File: src/hw/pin_cfg_pkg.sv
/*
 Shared constants for the general-purpose pin configuration block:
 register address, field positions, reset values and debounce timing.
 Assumes a 40 MHz system clock and an internal register port fed by
 the serial bus engine.
*/
package pin_cfg_pkg;
    // register address and field positions
    localparam logic [7:0] CFG_ADDR = 8'h11;
    localparam int RSVD_BIT = 7;
    localparam int UNUSED_BIT = 6;
    localparam int ALT_BIT = 5;
    localparam int DBEN_BIT = 4;
    localparam int DOUT_BIT = 3;
    localparam int DRIVER_TYPE_BIT = 2;
    localparam int LEVEL_BIT = 1;
    localparam int DIR_BIT = 0;

    // reset values and field encodings
    localparam logic RSVD_RST = 1'h0;
    localparam logic DBEN_RST = 1'h0;
    localparam logic DOUT_RST = 1'h0;
    localparam logic DRIVER_TYPE_RST = 1'h0;
    localparam logic DIR_RST = 1'h1;
    localparam logic DIR_INPUT = 1'h1;
    localparam logic DRIVER_PUSH_PULL = 1'h1;

    // debounce timing
    localparam longint CLK_HZ = 64'd40000000;
    localparam longint DEBOUNCE_MS = 64'd30;
    localparam longint DEBOUNCE_CYC_L = (DEBOUNCE_MS * CLK_HZ + 64'd999) / 64'd1000;
    localparam int CNT_W = 21;
    localparam logic [CNT_W-1:0] DEBOUNCE_CYCLES = DEBOUNCE_CYC_L[CNT_W-1:0];
endpackage

File: src/hw/level_filter_if.sv
/*
 Interface joining the pin block to its debounce filter.
 Assumes both ends sit in the same clock domain.
*/
`timescale 1ns/1ps
interface level_filter_if;
    logic sync_level;
    logic filter_enable;
    logic filtered_level;

    modport owner
    (
        output sync_level,
        output filter_enable,
        input filtered_level
    );
    modport filter
    (
        input sync_level,
        input filter_enable,
        output filtered_level
    );
endinterface

File: src/hw/level_filter.sv
/*
 Debounce filter for the synchronised pin level.
 Assumes its input is already synchronous to mclk.
*/
`timescale 1ns/1ps
module level_filter
#(
    parameter logic [pin_cfg_pkg::CNT_W-1:0] DEBOUNCE_CYCLES = pin_cfg_pkg::DEBOUNCE_CYCLES
)
(
    // clock and reset
    input wire logic mclk,
    input wire logic rst_sync_b,
    // filter side
    level_filter_if.filter lf
);
    typedef struct packed
    {
        logic level;
        logic [pin_cfg_pkg::CNT_W-1:0] count;
    } filt_state_t;

    filt_state_t st_reg;
    filt_state_t st_next;

    // pass-through when off; otherwise a change must hold a full interval
    always_comb
    begin
        st_next = st_reg;
        if (!lf.filter_enable)
        begin
            st_next.level = lf.sync_level;
            st_next.count = '0;
        end
        else if (lf.sync_level == st_reg.level)
        begin
            st_next.count = '0; // bounce back restarts the interval
        end
        else if (st_reg.count >= DEBOUNCE_CYCLES - 1'b1)
        begin
            st_next.level = lf.sync_level;
            st_next.count = '0;
        end
        else
        begin
            st_next.count = st_reg.count + 1'b1;
        end
    end

    always_ff @(posedge mclk or negedge rst_sync_b)
    begin
        if (!rst_sync_b)
        begin
            st_reg <= '0;
        end
        else
        begin
            st_reg <= st_next;
        end
    end

    assign lf.filtered_level = st_reg.level;
endmodule // level_filter

File: src/hw/gpio_pin_config_port.sv
/*
 Configuration register and pin logic for general pin zero.
 Assumes the serial bus engine presents single-cycle read and write
 strobes with an 8-bit register address, and that the pad resolves
 pin_out/pin_oe into the wire level.
 The sync flops reset low, so after reset the level bit needs a few
 cycles before it shows a pin that idles high.
*/
`timescale 1ns/1ps
module gpio_pin_config_port
#(
    parameter logic ALT_RST = 1'h0, // factory-programmed default
    parameter logic [pin_cfg_pkg::CNT_W-1:0] DEBOUNCE_CYCLES = pin_cfg_pkg::DEBOUNCE_CYCLES
)
(
    // clock and reset
    input wire logic mclk,
    input wire logic rst_b,
    // register port from the serial bus engine
    input wire logic [7:0] reg_addr,
    input wire logic reg_wr,
    input wire logic reg_rd,
    input wire logic [7:0] reg_wdata,
    output logic [7:0] reg_rdata,
    // power sequencer enable for buck_boost_channel_two
    input wire logic seq_enable,
    // general_pin_zero pad
    input wire logic pin_in,
    output logic pin_out,
    output logic pin_oe
);
    // block state apart from reset sync and filter: config bits, sync chain, read data, pad drive
    typedef struct packed
    {
        logic rsvd;
        logic alt;
        logic dben;
        logic dout;
        logic driver_type;
        logic dir;
        logic sync1;
        logic sync2;
        logic [7:0] rdata;
        logic pin_out;
        logic pin_oe;
    } pin_state_t;

    pin_state_t st_reg;
    pin_state_t st_next;
    logic rst_meta_b;
    logic rst_sync_b;
    logic sampled_pin_level;
    logic [7:0] cfg_view;
    // address decode and pad role
    logic cfg_hit;
    logic wr_hit;
    logic rd_hit;

    // one-hot pad role keeps each drive case a single-bit test
    typedef enum logic [4:0]
    {
        PAD_ALTERNATE = 5'h01,
        PAD_INPUT = 5'h02,
        PAD_DRIVE_LOW = 5'h04,
        PAD_PUSH_HIGH = 5'h08,
        PAD_RELEASED = 5'h10
    } pad_role_t;
    pad_role_t pad_role;

    level_filter_if lf();

    level_filter
    #(
        .DEBOUNCE_CYCLES(DEBOUNCE_CYCLES)
    )
    u_filter
    (
        .mclk(mclk),
        .rst_sync_b(rst_sync_b),
        .lf(lf)
    );

    // reset release through two flops, assertion stays asynchronous
    always_ff @(posedge mclk or negedge rst_b)
    begin
        if (!rst_b)
        begin
            rst_meta_b <= 1'b0;
            rst_sync_b <= 1'b0;
        end
        else
        begin
            rst_meta_b <= 1'b1;
            rst_sync_b <= rst_meta_b;
        end
    end

    // filter hookup: only the second sync stage leaves this block
    assign lf.sync_level = st_reg.sync2;
    assign lf.filter_enable = st_reg.dben;
    assign sampled_pin_level = lf.filtered_level;

    // register image as software sees it; unused bit reads zero
    always_comb
    begin
        cfg_view = '0;
        cfg_view[pin_cfg_pkg::RSVD_BIT] = st_reg.rsvd;
        cfg_view[pin_cfg_pkg::UNUSED_BIT] = 1'b0;
        cfg_view[pin_cfg_pkg::ALT_BIT] = st_reg.alt;
        cfg_view[pin_cfg_pkg::DBEN_BIT] = st_reg.dben;
        cfg_view[pin_cfg_pkg::DOUT_BIT] = st_reg.dout;
        cfg_view[pin_cfg_pkg::DRIVER_TYPE_BIT] = st_reg.driver_type;
        cfg_view[pin_cfg_pkg::LEVEL_BIT] = sampled_pin_level;
        cfg_view[pin_cfg_pkg::DIR_BIT] = st_reg.dir;
    end

    // one address decode shared by the write and read paths
    assign cfg_hit = (reg_addr == pin_cfg_pkg::CFG_ADDR);
    assign wr_hit = reg_wr && cfg_hit;
    assign rd_hit = reg_rd && cfg_hit;

    // pad role from the stored config; the alternate function overrides all
    always_comb
    begin
        if (st_reg.alt)
        begin
            pad_role = PAD_ALTERNATE;
        end
        else if (st_reg.dir == pin_cfg_pkg::DIR_INPUT)
        begin
            pad_role = PAD_INPUT;
        end
        else if (!st_reg.dout)
        begin
            pad_role = PAD_DRIVE_LOW;
        end
        else if (st_reg.driver_type == pin_cfg_pkg::DRIVER_PUSH_PULL)
        begin
            pad_role = PAD_PUSH_HIGH;
        end
        else
        begin
            pad_role = PAD_RELEASED;
        end
    end

    // next state: sync chain, register access, pad drive
    always_comb
    begin
        st_next = st_reg;
        st_next.sync1 = pin_in;
        st_next.sync2 = st_reg.sync1;

        // write: level bit is read-only, bit 6 has no storage
        if (wr_hit)
        begin
            st_next.rsvd = reg_wdata[pin_cfg_pkg::RSVD_BIT];
            st_next.alt = reg_wdata[pin_cfg_pkg::ALT_BIT];
            st_next.dben = reg_wdata[pin_cfg_pkg::DBEN_BIT];
            st_next.dout = reg_wdata[pin_cfg_pkg::DOUT_BIT];
            st_next.driver_type = reg_wdata[pin_cfg_pkg::DRIVER_TYPE_BIT];
            st_next.dir = reg_wdata[pin_cfg_pkg::DIR_BIT];
        end

        // read: unmapped addresses answer zero; a read beside a write sees the old value
        if (reg_rd)
        begin
            st_next.rdata = rd_hit ? cfg_view : 8'h00;
        end

        // pad drive from the stored config, so it lags the write by one edge
        unique case (pad_role)
            PAD_ALTERNATE:
            begin
                st_next.pin_oe = 1'b1;
                st_next.pin_out = seq_enable;
            end
            PAD_INPUT:
            begin
                st_next.pin_oe = 1'b0;
                st_next.pin_out = 1'b0; // value and driver type ignored here
            end
            PAD_DRIVE_LOW:
            begin
                st_next.pin_oe = 1'b1;
                st_next.pin_out = 1'b0;
            end
            PAD_PUSH_HIGH:
            begin
                st_next.pin_oe = 1'b1;
                st_next.pin_out = 1'b1;
            end
            PAD_RELEASED:
            begin
                st_next.pin_oe = 1'b0;
                st_next.pin_out = 1'b0; // open drain never drives high
            end
        endcase
    end

    // single state register; pin starts released as an input
    always_ff @(posedge mclk or negedge rst_sync_b)
    begin
        if (!rst_sync_b)
        begin
            st_reg <= '0;
            st_reg.rsvd <= pin_cfg_pkg::RSVD_RST;
            st_reg.alt <= ALT_RST;
            st_reg.dben <= pin_cfg_pkg::DBEN_RST;
            st_reg.dout <= pin_cfg_pkg::DOUT_RST;
            st_reg.driver_type <= pin_cfg_pkg::DRIVER_TYPE_RST;
            st_reg.dir <= pin_cfg_pkg::DIR_RST;
        end
        else
        begin
            st_reg <= st_next;
        end
    end

    // every output comes straight from a state flop
    assign reg_rdata = st_reg.rdata;
    assign pin_out = st_reg.pin_out;
    assign pin_oe = st_reg.pin_oe;
endmodule // gpio_pin_config_port

File: config.mk
export PLATFORM = sky130hd
export DESIGN_NAME = gpio_pin_config_port
export DESIGN_NICKNAME = d
export VERILOG_FILES = /design/src/hw/pin_cfg_pkg.sv /design/src/hw/level_filter_if.sv /design/src/hw/level_filter.sv /design/src/hw/gpio_pin_config_port.sv
export SDC_FILE = /design/constraint.sdc
export NUM_CORES = 1
export LEC_CHECK = 0
export BUFFER_PORTS_ARGS = -buffer_cell sky130_fd_sc_hd__buf_2
export CAP_MARGIN = 20
export CORE_ASPECT_RATIO = 0.8
export CORE_UTILIZATION = 50
export CTS_CLUSTER_SIZE = 30
export DETAILED_ROUTE_END_ITERATION = 16
export GPL_ROUTABILITY_DRIVEN = 0
export PLACE_DENSITY = 0.73
export SYNTH_ARGS = -nofsm -noshare
export SYNTH_HDL_FRONTEND = slang
export SYNTH_SLANG_ARGS = --single-unit
File: constraint.sdc
create_clock -name mclk -period 1.77 [get_ports mclk]
set_clock_uncertainty 0.15 [all_clocks]
set_input_delay 0 -clock mclk [delete_from_list [all_inputs] [get_ports mclk]]
set_output_delay 0 -clock mclk [all_outputs]
set_load 0.01 [all_outputs]
; Yosys cells after proc, flatten, opt, wreduce, memory -nomap -nowiden
; Index checks and enable logic that the tools add are counted.
[word_totals]
ff_bits = 42
latch_bits = 0
mem_bits_rw = 0
mem_bits_ro = 0
elab_cells = 41
mem_count = 0
[classes]
add_sub_neg = 1
n_mul = 0
div = 0
magnitude_cmp = 1
n_eq_ne = 9
shifts = 0
mux = 11
n_bitwise = 0
reduce_logical = 4
[op_table]
columns = op, count
row1 = $mux W21, 2
row2 = $mux W22, 1
row3 = $add A21 B1 Y21 const B, 1
row4 = $ge A21 B21 Y1 const B, 1
row5 = $mux W5, 4
row6 = $eq A8 B5 Y1 const B, 1
row7 = $mux W8, 1
row8 = $pmux W2 S4, 1
row9 = $eq A5 B1 Y1 const B, 1
row10 = $eq A5 B2 Y1 const B, 1
row11 = $eq A5 B3 Y1 const B, 1
row12 = $eq A5 B4 Y1 const B, 1
row13 = $eq A5 B5 Y1 const B, 1
row14 = $logic_and A1 B1 Y1, 2
row15 = $mux W1, 2
row16 = $ne A2 B1 Y1 const B, 1
row17 = $ne A2 B2 Y1 const B, 1
row18 = $reduce_and A2 Y1, 1
row19 = $reduce_or A2 Y1, 1
row20 = $eq A1 B1 Y1, 1

; Depth between registers and ports, before layout
; Gate-level depths: netlist of the first run.
[depth]
word_depth = 7
ltp_mapped = 6
depth_no_buf = 5

; By module
; From an unflattened synthesis of the first run, not the netlist that was laid out.
[hier_totals]
cells_unflattened = 189
area_unflattened_um2 = 2009.4
[modules_own_cells]
columns = mod, instances, cells_per_inst, area_per_inst_um2
row1 = level_filter, 1, 131, 1253.7
row2 = gpio_pin_config_port, 1, 58, 755.7

; Worst setup path before layout of the first run
; No wires, ideal clock.
[synth_path]
path_kind = flip-flop to flip-flop
start = register u_filter.st_reg[0] (netlist bit)
end = register u_filter.st_reg[18] (netlist bit)
t_arrival_ns = 1.892
setup_slack_ns = -0.360
path_stages_with_launch = 7
n_path_buf = 1
synth_period_minus_slack_ns = 2.130
cell_sequence = dfrtp_1 -> ha_1 -> nand4_1 -> or4_1 -> buf_2 -> or3_1 -> a211oi_2
[synth_rtl]
columns = item, line_no
row1 = from (decl), level_filter.sv:23  ; filt_state_t st_reg;
row2 = from (signal assigned), level_filter.sv:58  ; st_reg <= st_next;

==> results.sh, run 1 <==
export IMPL_grt_max_degree=40
export IMPL_antenna_found_initial=0
export IMPL_postSynthAreaPerCell_um2=10.95
export IMPL_cts_tree="done"
export IMPL_dpl_cell_area_um2=2342
export IMPL_syn_to_final_growth_pct=42.34
export IMPL_avgViaCountPerCell=5.755
export IMPL_p_int_mw=1.427
export IMPL_nets=274
export IMPL_io_pins=32
export IMPL_max_freq_mhz=495.0
export IMPL_cts_max_level=2
export IMPL_die_w_um=71.41
export IMPL_crit_fanout=11
export IMPL_synth_fa_ha_area_share_pct=0.6494
export IMPL_ant_nets=0
export IMPL_crit_path_top_delay_cell="or4_4"
export IMPL_final_hold_violation_count=0
export IMPL_gr_total_overflow=0
export IMPL_yosys_area_top_type="dfrtp_1"
export IMPL_io_buffers=28
export IMPL_largest_reg_flops=21
export IMPL_dr_total_vias=1692
export IMPL_wirelength_mm=4.970
export IMPL_crit_type="flop to flop"
export IMPL_drcViolationCount=0
export IMPL_muxShareOfSynthArea_pct=4.026
export IMPL_status="complete, but fails checks"
export IMPL_first_pass_iters=4
export IMPL_pwr_share_comb_pct=5.4
export IMPL_initialDrtViolationCount=58
export IMPL_yosys_register_bits=41
export IMPL_drv_slew=0
export IMPL_coreArea_um2=3566
export IMPL_synth_xor_area_share_pct=5.909
export IMPL_grt_pass1_vias=1706
export IMPL_cts_root_buf="clkbuf_8"
export IMPL_slew_headroom_pct=66.15
export IMPL_rsz0062_at_grt="true"
export IMPL_grt_pass1_wl_mm=8.066
export IMPL_p_seq_share_pct=52.7
export IMPL_die_area_um2=4108
export IMPL_post_dp_hpwl_mm=3.194
export IMPL_gr_usage_all_layers_pct=26.32
export IMPL_yosysWarnings=0
export IMPL_switchingPower_uw=402.0
export IMPL_yosys_area_share_simple_pct=18.57
export IMPL_multi_input_area_um2=933.4
export IMPL_ys_flop_type="dfrtp_1"
export IMPL_path_clk_slew_ns=0.08
export IMPL_clkLatencyLatePin_ns=0.30
export IMPL_netlist_area_um2=1927
export IMPL_synth_most_common_cell="dfrtp_1"
export IMPL_fin_area_um2=2743
export IMPL_period_share_pct=114.1
export IMPL_rows=19
export IMPL_crit_path_cell_trace="nand4_4 > buf_6 > or4_4 > a21oi_4 > buf_8 > a211oi_2"
export IMPL_synthCells=176
export IMPL_wl_per_cell_um=16.90
export IMPL_place_ws_ns=-0.2581
export IMPL_synth_async_reset_ratio_pct=100.0
export IMPL_power_mw=1.829
export IMPL_hold_class="input pin to flop"
export IMPL_synth_nets=199
export IMPL_synth_edf_count=0
export IMPL_start_util_pct=54.04
export IMPL_drive_above_1_share_pct=42.06
export IMPL_drv_cap=0
export IMPL_powerDensity_nw_per_um2=666.7
export IMPL_critPathTopFamily="simple AND/OR/NAND/NOR gates"
export IMPL_pwr_share_clk_pct=41.9
export IMPL_critPathRequiredTime_ns=1.80
export IMPL_p_sw_share_pct=21.98
export IMPL_fin_ws_ns=-0.2502
export IMPL_crit_path_start_kind="flop"
export IMPL_crit_path_max_incr_delay_ns=0.54
export IMPL_final_instance_count_excl_fill=294
export IMPL_violations="negative setup slack"
export IMPL_yosys_area_top_type_share_pct=51.95
export IMPL_post_place_cells=267
export IMPL_yosys_top_cells_area="dfrtp_1, a211oi_2, xnor2_1"
export IMPL_clkSinkCount=41
export IMPL_seq_area_frac_synth_pct=53.31
export IMPL_path_buf_inv=2
export IMPL_synth_cell_type_count=39
export IMPL_p_leak_nw=1.187
export IMPL_endpoint_kind="flop"
export IMPL_cts_buffers=5
export IMPL_worstMarginPinSlew_ns=0.5078
export IMPL_peakVddDrop_mv=0.6703
export IMPL_arrival_ns=2.05
export IMPL_holdWs_ns=0.08263
export IMPL_die_height_um=57.53
export IMPL_clockBufferDepth=2
export IMPL_synth_compound_area_share_pct=13.44
export IMPL_ys_top_cells_by_count="dfrtp_1, nor3_1, xnor2_1"
export IMPL_num_fill_cells=228
export IMPL_finalCriticalPeriod_ns=2.020
export IMPL_setup_viol_count_final=22
export IMPL_antenna_cells=0
export IMPL_synth_top_family_by_area="simple AND/OR/NAND/NOR gates"
export IMPL_seq_area_um2=1027
==> tightest hold or removal path, stage by stage <==
cell and delay, ns:
buf_2 0.09, nand2_1 0.21, mux2_2 0.20
==> cells by family after synthesis <==
kind of cell	after synthesis
compound gates	31
xor+xnor	13
fa+ha+maj	1
buf+inv	17
flops	41
mux	7
other cells	2
simple gates	64
==> what timing repair did <==
action                                  CTS  global route
cloned                                    1             1
gates resized for setup                  10            15
endpoints found under the setup margin   22            22
endpoints found under the hold margin    14             0
hold buffers                             11             0
pin swaps                                 5             7
buffers inserted                          5             3
==> final cells by class <==
type | count | area share, %
inverters | 9 | 1.232
repair buffers | 76 | 21.30
clock inverters | 2 | 1.414
flip-flops and latches | 41 | 37.45
well taps | 42 | 1.916
clock buffers | 6 | 2.646
multi-input cells | 118 | 34.03
==> per-stage QoR <==
stage / utilization (%) / TNS, ns
global route: 76.91 / -5.753
detailed placement: 65.68 / -3.901
global placement: 65.68 / -2.450
floorplan: - / -1.723
CTS: 74.91 / -3.608
finish: 76.91 / -4.805
==> power groups by stage <==
stage                     combinational [mW]  clock (mW)  sequential, mW
after floorplan                       0.0277           0           0.993
after global placement                0.0756           0           0.980
after detailed placement              0.0792           0           0.982
after CTS                             0.0978       0.777           0.963
after global routing                   0.109       0.804           0.966
final                                 0.0981       0.767           0.964
==> worst paths after layout <==
check,from,to,slack (ns),depth (start not counted)
max,u_filter.st_reg[8]$_DFF_PN0_,u_filter.st_reg[17]$_DFF_PN0_,-0.25,6
min,reg_wr,cfg_view[5]$_DFFE_PN0P_,0.08,3
max reg2reg,u_filter.st_reg[8]$_DFF_PN0_,u_filter.st_reg[17]$_DFF_PN0_,-0.25,6
min reg2reg,rst_sync_b$_DFF_PN0_,cfg_view[5]$_DFFE_PN0P_,0.16,1
max in group asynchronous,rst_sync_b$_DFF_PN0_,cfg_view[0]$_DFFE_PN1P_,0.95,1
min in group asynchronous,rst_sync_b$_DFF_PN0_,cfg_view[5]$_DFFE_PN0P_,0.16,1
==> cell usage in the layout, fill, tap and decap left out, types with 5 or more instances in the layout <==
master / n
mux2_2: 6
or3_4: 5
a22o_1: 7
a211oi_2: 7
nand3_1: 8
xnor2_1: 10
nor2_1: 5
o21ai_0: 8
nand2_1: 8
nor3_2: 6
dfrtp_1: 40
buf_2: 28
buf_4: 30
clkbuf_8: 5
nand4_1: 6
inv_1: 9
nor3_1: 11
dlygate4sd3_1: 11
==> per-layer routing <==
metal,up-vias,track usage [%],part of all wire (%)
met3,9,7.597,4.8
li1,782,-,-
met2,52,44.22,51
met1,849,33.29,43
met5,-,0,0
met4,0,8.000,1.5
Power figures use the tool's default switching activity.
==> inputs of run 2 (changes only) <==
Settings changed: CORE_UTILIZATION 50 to 40, PLACE_DENSITY 0.73 to 0.61.
==> results.sh, run 2 (synthesized netlist as in run 1, its figures left out) <==
export IMPL_die_height_um=64.08
export IMPL_arrival_ns=2.06
export IMPL_crit_type="flop to flop"
export IMPL_crit_path_top_delay_cell="or4_4"
export IMPL_die_w_um=79.60
export IMPL_peakVddDrop_mv=0.4837
export IMPL_wirelength_mm=4.660
export IMPL_avgViaCountPerCell=5.233
export IMPL_grt_pass1_wl_mm=7.762
export IMPL_setup_viol_count_final=22
export IMPL_crit_path_start_kind="flop"
export IMPL_cts_max_level=2
export IMPL_io_buffers=28
export IMPL_grt_pass1_vias=1706
export IMPL_final_common_cell="dfrtp_1"
export IMPL_dpl_cell_area_um2=2372
export IMPL_nets=271
export IMPL_status="complete, but fails checks"
export IMPL_drcViolationCount=0
export IMPL_fin_area_um2=2724
export IMPL_crit_path_cell_trace="nand4_4 > buf_6 > or4_4 > a21oi_4 > clkbuf_16 > nor3b_2"
export IMPL_drv_slew=0
export IMPL_clkSinkCount=41
export IMPL_crit_path_max_incr_delay_ns=0.55
export IMPL_wl_per_cell_um=15.08
export IMPL_clockBufferDepth=2
export IMPL_cts_tree="done"
export IMPL_max_freq_mhz=492.9
export IMPL_post_place_cells=286
export IMPL_io_pins=32
export IMPL_drv_cap=0
export IMPL_rows=22
export IMPL_gr_total_overflow=0
export IMPL_grt_max_degree=40
export IMPL_power_mw=1.660
export IMPL_syn_to_final_growth_pct=41.36
export IMPL_clkLatencyLatePin_ns=0.29
export IMPL_hold_class="input pin to flop"
export IMPL_final_cell_mix="dfrtp_1, buf_4, buf_2"
export IMPL_critPathTopFamily="simple AND/OR/NAND/NOR gates"
export IMPL_finalCriticalPeriod_ns=2.029
export IMPL_antenna_cells=0
export IMPL_drive_above_1_share_pct=41.37
export IMPL_largest_reg_flops=21
export IMPL_dr_total_vias=1617
export IMPL_cts_buffers=5
export IMPL_endpoint_kind="flop"
export IMPL_initialDrtViolationCount=54
export IMPL_cts_root_buf="clkbuf_8"
export IMPL_tns_ns=-5.171
export IMPL_p_leak_nw=1.163
export IMPL_path_clk_slew_ns=0.08
export IMPL_ant_nets=0
export IMPL_period_share_pct=114.6
export IMPL_crit_fanout=6
export IMPL_fin_ws_ns=-0.2586
export IMPL_first_pass_iters=4
export IMPL_gr_usage_all_layers_pct=20.18
export IMPL_critPathRequiredTime_ns=1.80
export IMPL_coreArea_um2=4597
export IMPL_violations="negative setup slack"
export IMPL_powerDensity_nw_per_um2=609.6
export IMPL_path_buf_inv=2
export IMPL_start_util_pct=41.92
export IMPL_final_instance_count_excl_fill=309
export IMPL_die_area_um2=5100
export IMPL_final_hold_violation_count=0
export IMPL_post_dp_hpwl_mm=3.036
export IMPL_rsz0062_at_grt="true"
export IMPL_antenna_found_initial=0
[run 2: path summary, 6_finish.rpt]
kind                                                  to  cells after the start  slack (ns)                          from
min reg2reg                 u_filter.st_reg[2]$_DFF_PN0_                      1        0.16          rst_sync_b$_DFF_PN0_
min in group asynchronous   u_filter.st_reg[2]$_DFF_PN0_                      1        0.16          rst_sync_b$_DFF_PN0_
max reg2reg                u_filter.st_reg[13]$_DFF_PN0_                      6       -0.26  u_filter.st_reg[8]$_DFF_PN0_
max in group asynchronous           rst_meta_b$_DFF_PN0_                      3        0.93                         rst_b
min                              cfg_view[7]$_DFFE_PN0P_                      3        0.12                        reg_wr
max                        u_filter.st_reg[13]$_DFF_PN0_                      6       -0.26  u_filter.st_reg[8]$_DFF_PN0_
[run 2: per-stage QoR]
| stage | util (%) | setup WS, ns | hold slack [ns] |
|---|---|---|---|
| 6_report | 59.25 | -0.2586 | 0.1221 |
| 3_5_place_dp | 51.61 | -0.2472 | -0.3610 |
| 5_1_grt | 59.25 | -0.3129 | 0.1406 |
| 4_1_cts | 57.40 | -0.1892 | 0.1026 |
| 3_3_place_gp | 51.61 | -0.1787 | -0.3660 |
| 2_1_floorplan | - | -0.3300 | -0.4456 |
[run 2: where the power goes]
| part | internal [mW] | total [mW] | switching [mW] | leakage, nW |
|---|---|---|---|---|
| clock | 0.282 | 0.596 | 0.314 | 0.0424 |
| combinational | 0.0519 | 0.101 | 0.0489 | 0.568 |
| sequential | 0.953 | 0.964 | 0.0110 | 0.552 |
[run 2: timing repair]
| action | in CTS | in global routing |
|---|---|---|
| endpoints found under the hold margin | 11 | 0 |
| resized for setup | 13 | 9 |
| setup endpoints to repair | 22 | 22 |
| buffers inserted | 1 | 2 |
| pin swaps | 9 | 5 |
| cloned | 0 | 1 |
| hold buffers | 11 | 0 |
[run 2: final cells by class]
type                    instances  area, um^2
flip-flops and latches         41        1027
inverters                       9       33.78
repair buffers                 73       559.3
well taps                      60       75.07
fillers                       382        1873
clock buffers                   7       76.32
multi-input cells             118       943.4
clock inverters                 1       8.758
[run 2: routing by layer]
metal	global-route usage, %	vias to the layer above	routed length (um)
met5	0	-	0
met2	33.87	17	2386
met1	25.14	810	2066
li1	-	778	-
met4	8.409	0	104
met3	4.143	12	102
[run 2: tightest hold or removal path, cell delays in order]
cell     delay [ns]
buf_2          0.09
nand2_1        0.23
mux2_2         0.21
==> inputs of run 3 (changes only) <==
--- a/config.mk
+++ b/config.mk
@@ -8,5 +8,5 @@
 export BUFFER_PORTS_ARGS = -buffer_cell sky130_fd_sc_hd__buf_2
-export CAP_MARGIN = 20
+export CAP_MARGIN = 5
 export CORE_ASPECT_RATIO = 0.8
-export CORE_UTILIZATION = 40
+export CORE_UTILIZATION = 55
 export CTS_CLUSTER_SIZE = 30
@@ -14,3 +14,3 @@
 export GPL_ROUTABILITY_DRIVEN = 0
-export PLACE_DENSITY = 0.61
+export PLACE_DENSITY = 0.79
 export SYNTH_ARGS = -nofsm -noshare
--- a/constraint.sdc
+++ b/constraint.sdc
@@ -4,2 +4,2 @@
 set_output_delay 0 -clock mclk [all_outputs]
-set_load 0.01 [all_outputs]
+set_load 0.05 [all_outputs]
==> results.sh, run 3 (synthesized netlist as in run 1, its figures left out) <==
export IMPL_status="complete, but fails checks"
export IMPL_violations="negative setup slack"
export IMPL_ant_nets=0
export IMPL_use_met3_pct=8.402
export IMPL_final_hold_violation_count=0
export IMPL_num_fill_cells=162
export IMPL_grt_pass1_wl_mm=8.597
export IMPL_powerDensity_nw_per_um2=685.4
export IMPL_place_ws_ns=-0.2703
export IMPL_wl_per_cell_um=20.86
export IMPL_rows=18
export IMPL_die_height_um=54.94
export IMPL_rr_endpoint="u_filter.st_reg[18]$_DFF_PN0_"
export IMPL_post_place_cells=266
export IMPL_die_area_um2=3746
export IMPL_cpMostUsedCell="buf_6"
export IMPL_path_clk_slew_ns=0.08
export IMPL_rrSetupSlack_ns=-0.28
export IMPL_initialDrtViolationCount=183
export IMPL_crit_path_cell_trace="nand4_4 > buf_6 > or4_4 > a21oi_4 > buf_6 > clkbuf_16 > a211oi_2"
export IMPL_met2_usage_pct=56.21
export IMPL_hold_depth=3
export IMPL_grt_max_degree=40
export IMPL_cts_buffers=5
export IMPL_crit_path_start_kind="flop"
export IMPL_worstHoldEndpoint="reg_rdata[5]$_DFFE_PN0P_"
export IMPL_cts_max_level=2
export IMPL_dpl_cell_area_um2=2335
export IMPL_hold_start="reg_rd"
export IMPL_crit_path_max_incr_delay_ns=0.54
export IMPL_crit_type="flop to flop"
export IMPL_fin_util_pct=84.11
export IMPL_crit_path_top_delay_cell="or4_4"
export IMPL_largest_reg_flops=21
export IMPL_antenna_found_initial=0
export IMPL_wirelength_mm=6.153
export IMPL_post_dp_hpwl_mm=3.225
export IMPL_gr_usage_all_layers_pct=32.79
export IMPL_critPathRequiredTime_ns=1.79
export IMPL_endpoint_kind="flop"
export IMPL_ff2ff_path_depth=7
export IMPL_hold_class="input pin to flop"
export IMPL_max_freq_mhz=487.3
export IMPL_fin_ws_ns=-0.2823
export IMPL_cts_root_buf="clkbuf_8"
export IMPL_io_buffers=28
export IMPL_grt_pass1_vias=1843
export IMPL_syn_to_final_growth_pct=40.58
export IMPL_final_common_cell="dfrtp_1"
export IMPL_cts_tree="done"
export IMPL_die_w_um=68.18
export IMPL_setup_viol_count_final=22
export IMPL_dr_total_vias=1857
export IMPL_final_instance_count_excl_fill=295
export IMPL_period_share_pct=115.9
export IMPL_p_leak_nw=1.191
export IMPL_coreArea_um2=3221
export IMPL_path_buf_inv=3
export IMPL_antenna_cells=0
export IMPL_drcViolationCount=0
export IMPL_peakVddDrop_mv=0.7327
export IMPL_gr_total_overflow=0
export IMPL_fin_area_um2=2709
export IMPL_drv_slew=0
export IMPL_critPathTopFamily="simple AND/OR/NAND/NOR gates"
export IMPL_io_pins=32
export IMPL_drive_above_1_share_pct=40.00
export IMPL_tns_ns=-5.341
export IMPL_worstReg2RegStart="u_filter.st_reg[11]$_DFF_PN0_"
export IMPL_rsz0062_at_grt="true"
export IMPL_drv_cap=0
export IMPL_clkSinkCount=41
export IMPL_first_pass_iters=5
export IMPL_use_met1_pct=39.18
export IMPL_clkLatencyLatePin_ns=0.29
export IMPL_finalCriticalPeriod_ns=2.052
export IMPL_crit_fanout=5
export IMPL_avgViaCountPerCell=6.295
export IMPL_arrival_ns=2.08
export IMPL_final_cell_mix="dfrtp_1, buf_4, buf_2"
export IMPL_grt_busiest_layer="met2"
export IMPL_nets=277
export IMPL_start_util_pct=59.83
export IMPL_clockBufferDepth=2
[run 3: changes by cell type in the layout (fill, tap and decap cells not counted), sizes merged]
cell         change
buf              +7
clkinv           -1
dlygate4sd3      -1
bufinv           +1
[run 3: cell type report]
cell class                 count  area (um^2)  area share [%]
clock inverter                 1        30.03           1.109
multi-input combinational    118        893.4           32.98
inverter                       9        33.78           1.247
timing repair buffer          79        588.1           21.71
sequential                    41         1027           37.92
clock buffer                   7        86.33           3.187
tap                           40        50.05           1.848
[run 3: worst max-delay path by stage]
stage                                        startpoint                            end  cells after the start
after global placement    u_filter.st_reg[11]$_DFF_PN0_  u_filter.st_reg[18]$_DFF_PN0_                      4
after global routing      u_filter.st_reg[11]$_DFF_PN0_   u_filter.st_reg[1]$_DFF_PN0_                      7
after detailed placement   u_filter.st_reg[9]$_DFF_PN0_  u_filter.st_reg[18]$_DFF_PN0_                      4
after floorplan            u_filter.st_reg[0]$_DFF_PN0_  u_filter.st_reg[18]$_DFF_PN0_                      6
final                     u_filter.st_reg[11]$_DFF_PN0_  u_filter.st_reg[18]$_DFF_PN0_                      7
after CTS                  u_filter.st_reg[8]$_DFF_PN0_   u_filter.st_reg[6]$_DFF_PN0_                      7
[run 3: tightest hold or removal path: cells and delay by family]
kind            cells  cell delay (ns)
compound gates      1             0.24
buf+inv             2             0.23
[run 3: what timing repair did]
item	4_1_cts	5_1_grt
resized for setup	7	9
hold endpoints to repair	10	0
setup buffers	4	7
setup endpoints to repair	22	22
gates cloned	1	1
pin swaps	5	6
hold buffers	10	0
[run 3: metrics by stage]
stage          total power [mW]  hold slack [ns]
6_report                  1.857          0.05683
5_1_grt                   1.904          0.06947
4_1_cts                   1.850          0.03470
3_5_place_dp              1.074          -0.3588
3_3_place_gp              1.068          -0.3644
2_1_floorplan             1.034          -0.4456
[run 3: layer usage]
layer  vias up  routed length, um
li1        790                  -
met1       898               2249
met2       132               3080
met3        37                542
met4         0                280
met5         -                  0
[run 3: power breakdown]
part           total [mW]  switching [mW]  internal (mW)
Combinational       0.114          0.0648         0.0487
Clock               0.778           0.319          0.460
Sequential          0.965          0.0121          0.953
Total                1.86           0.396           1.46
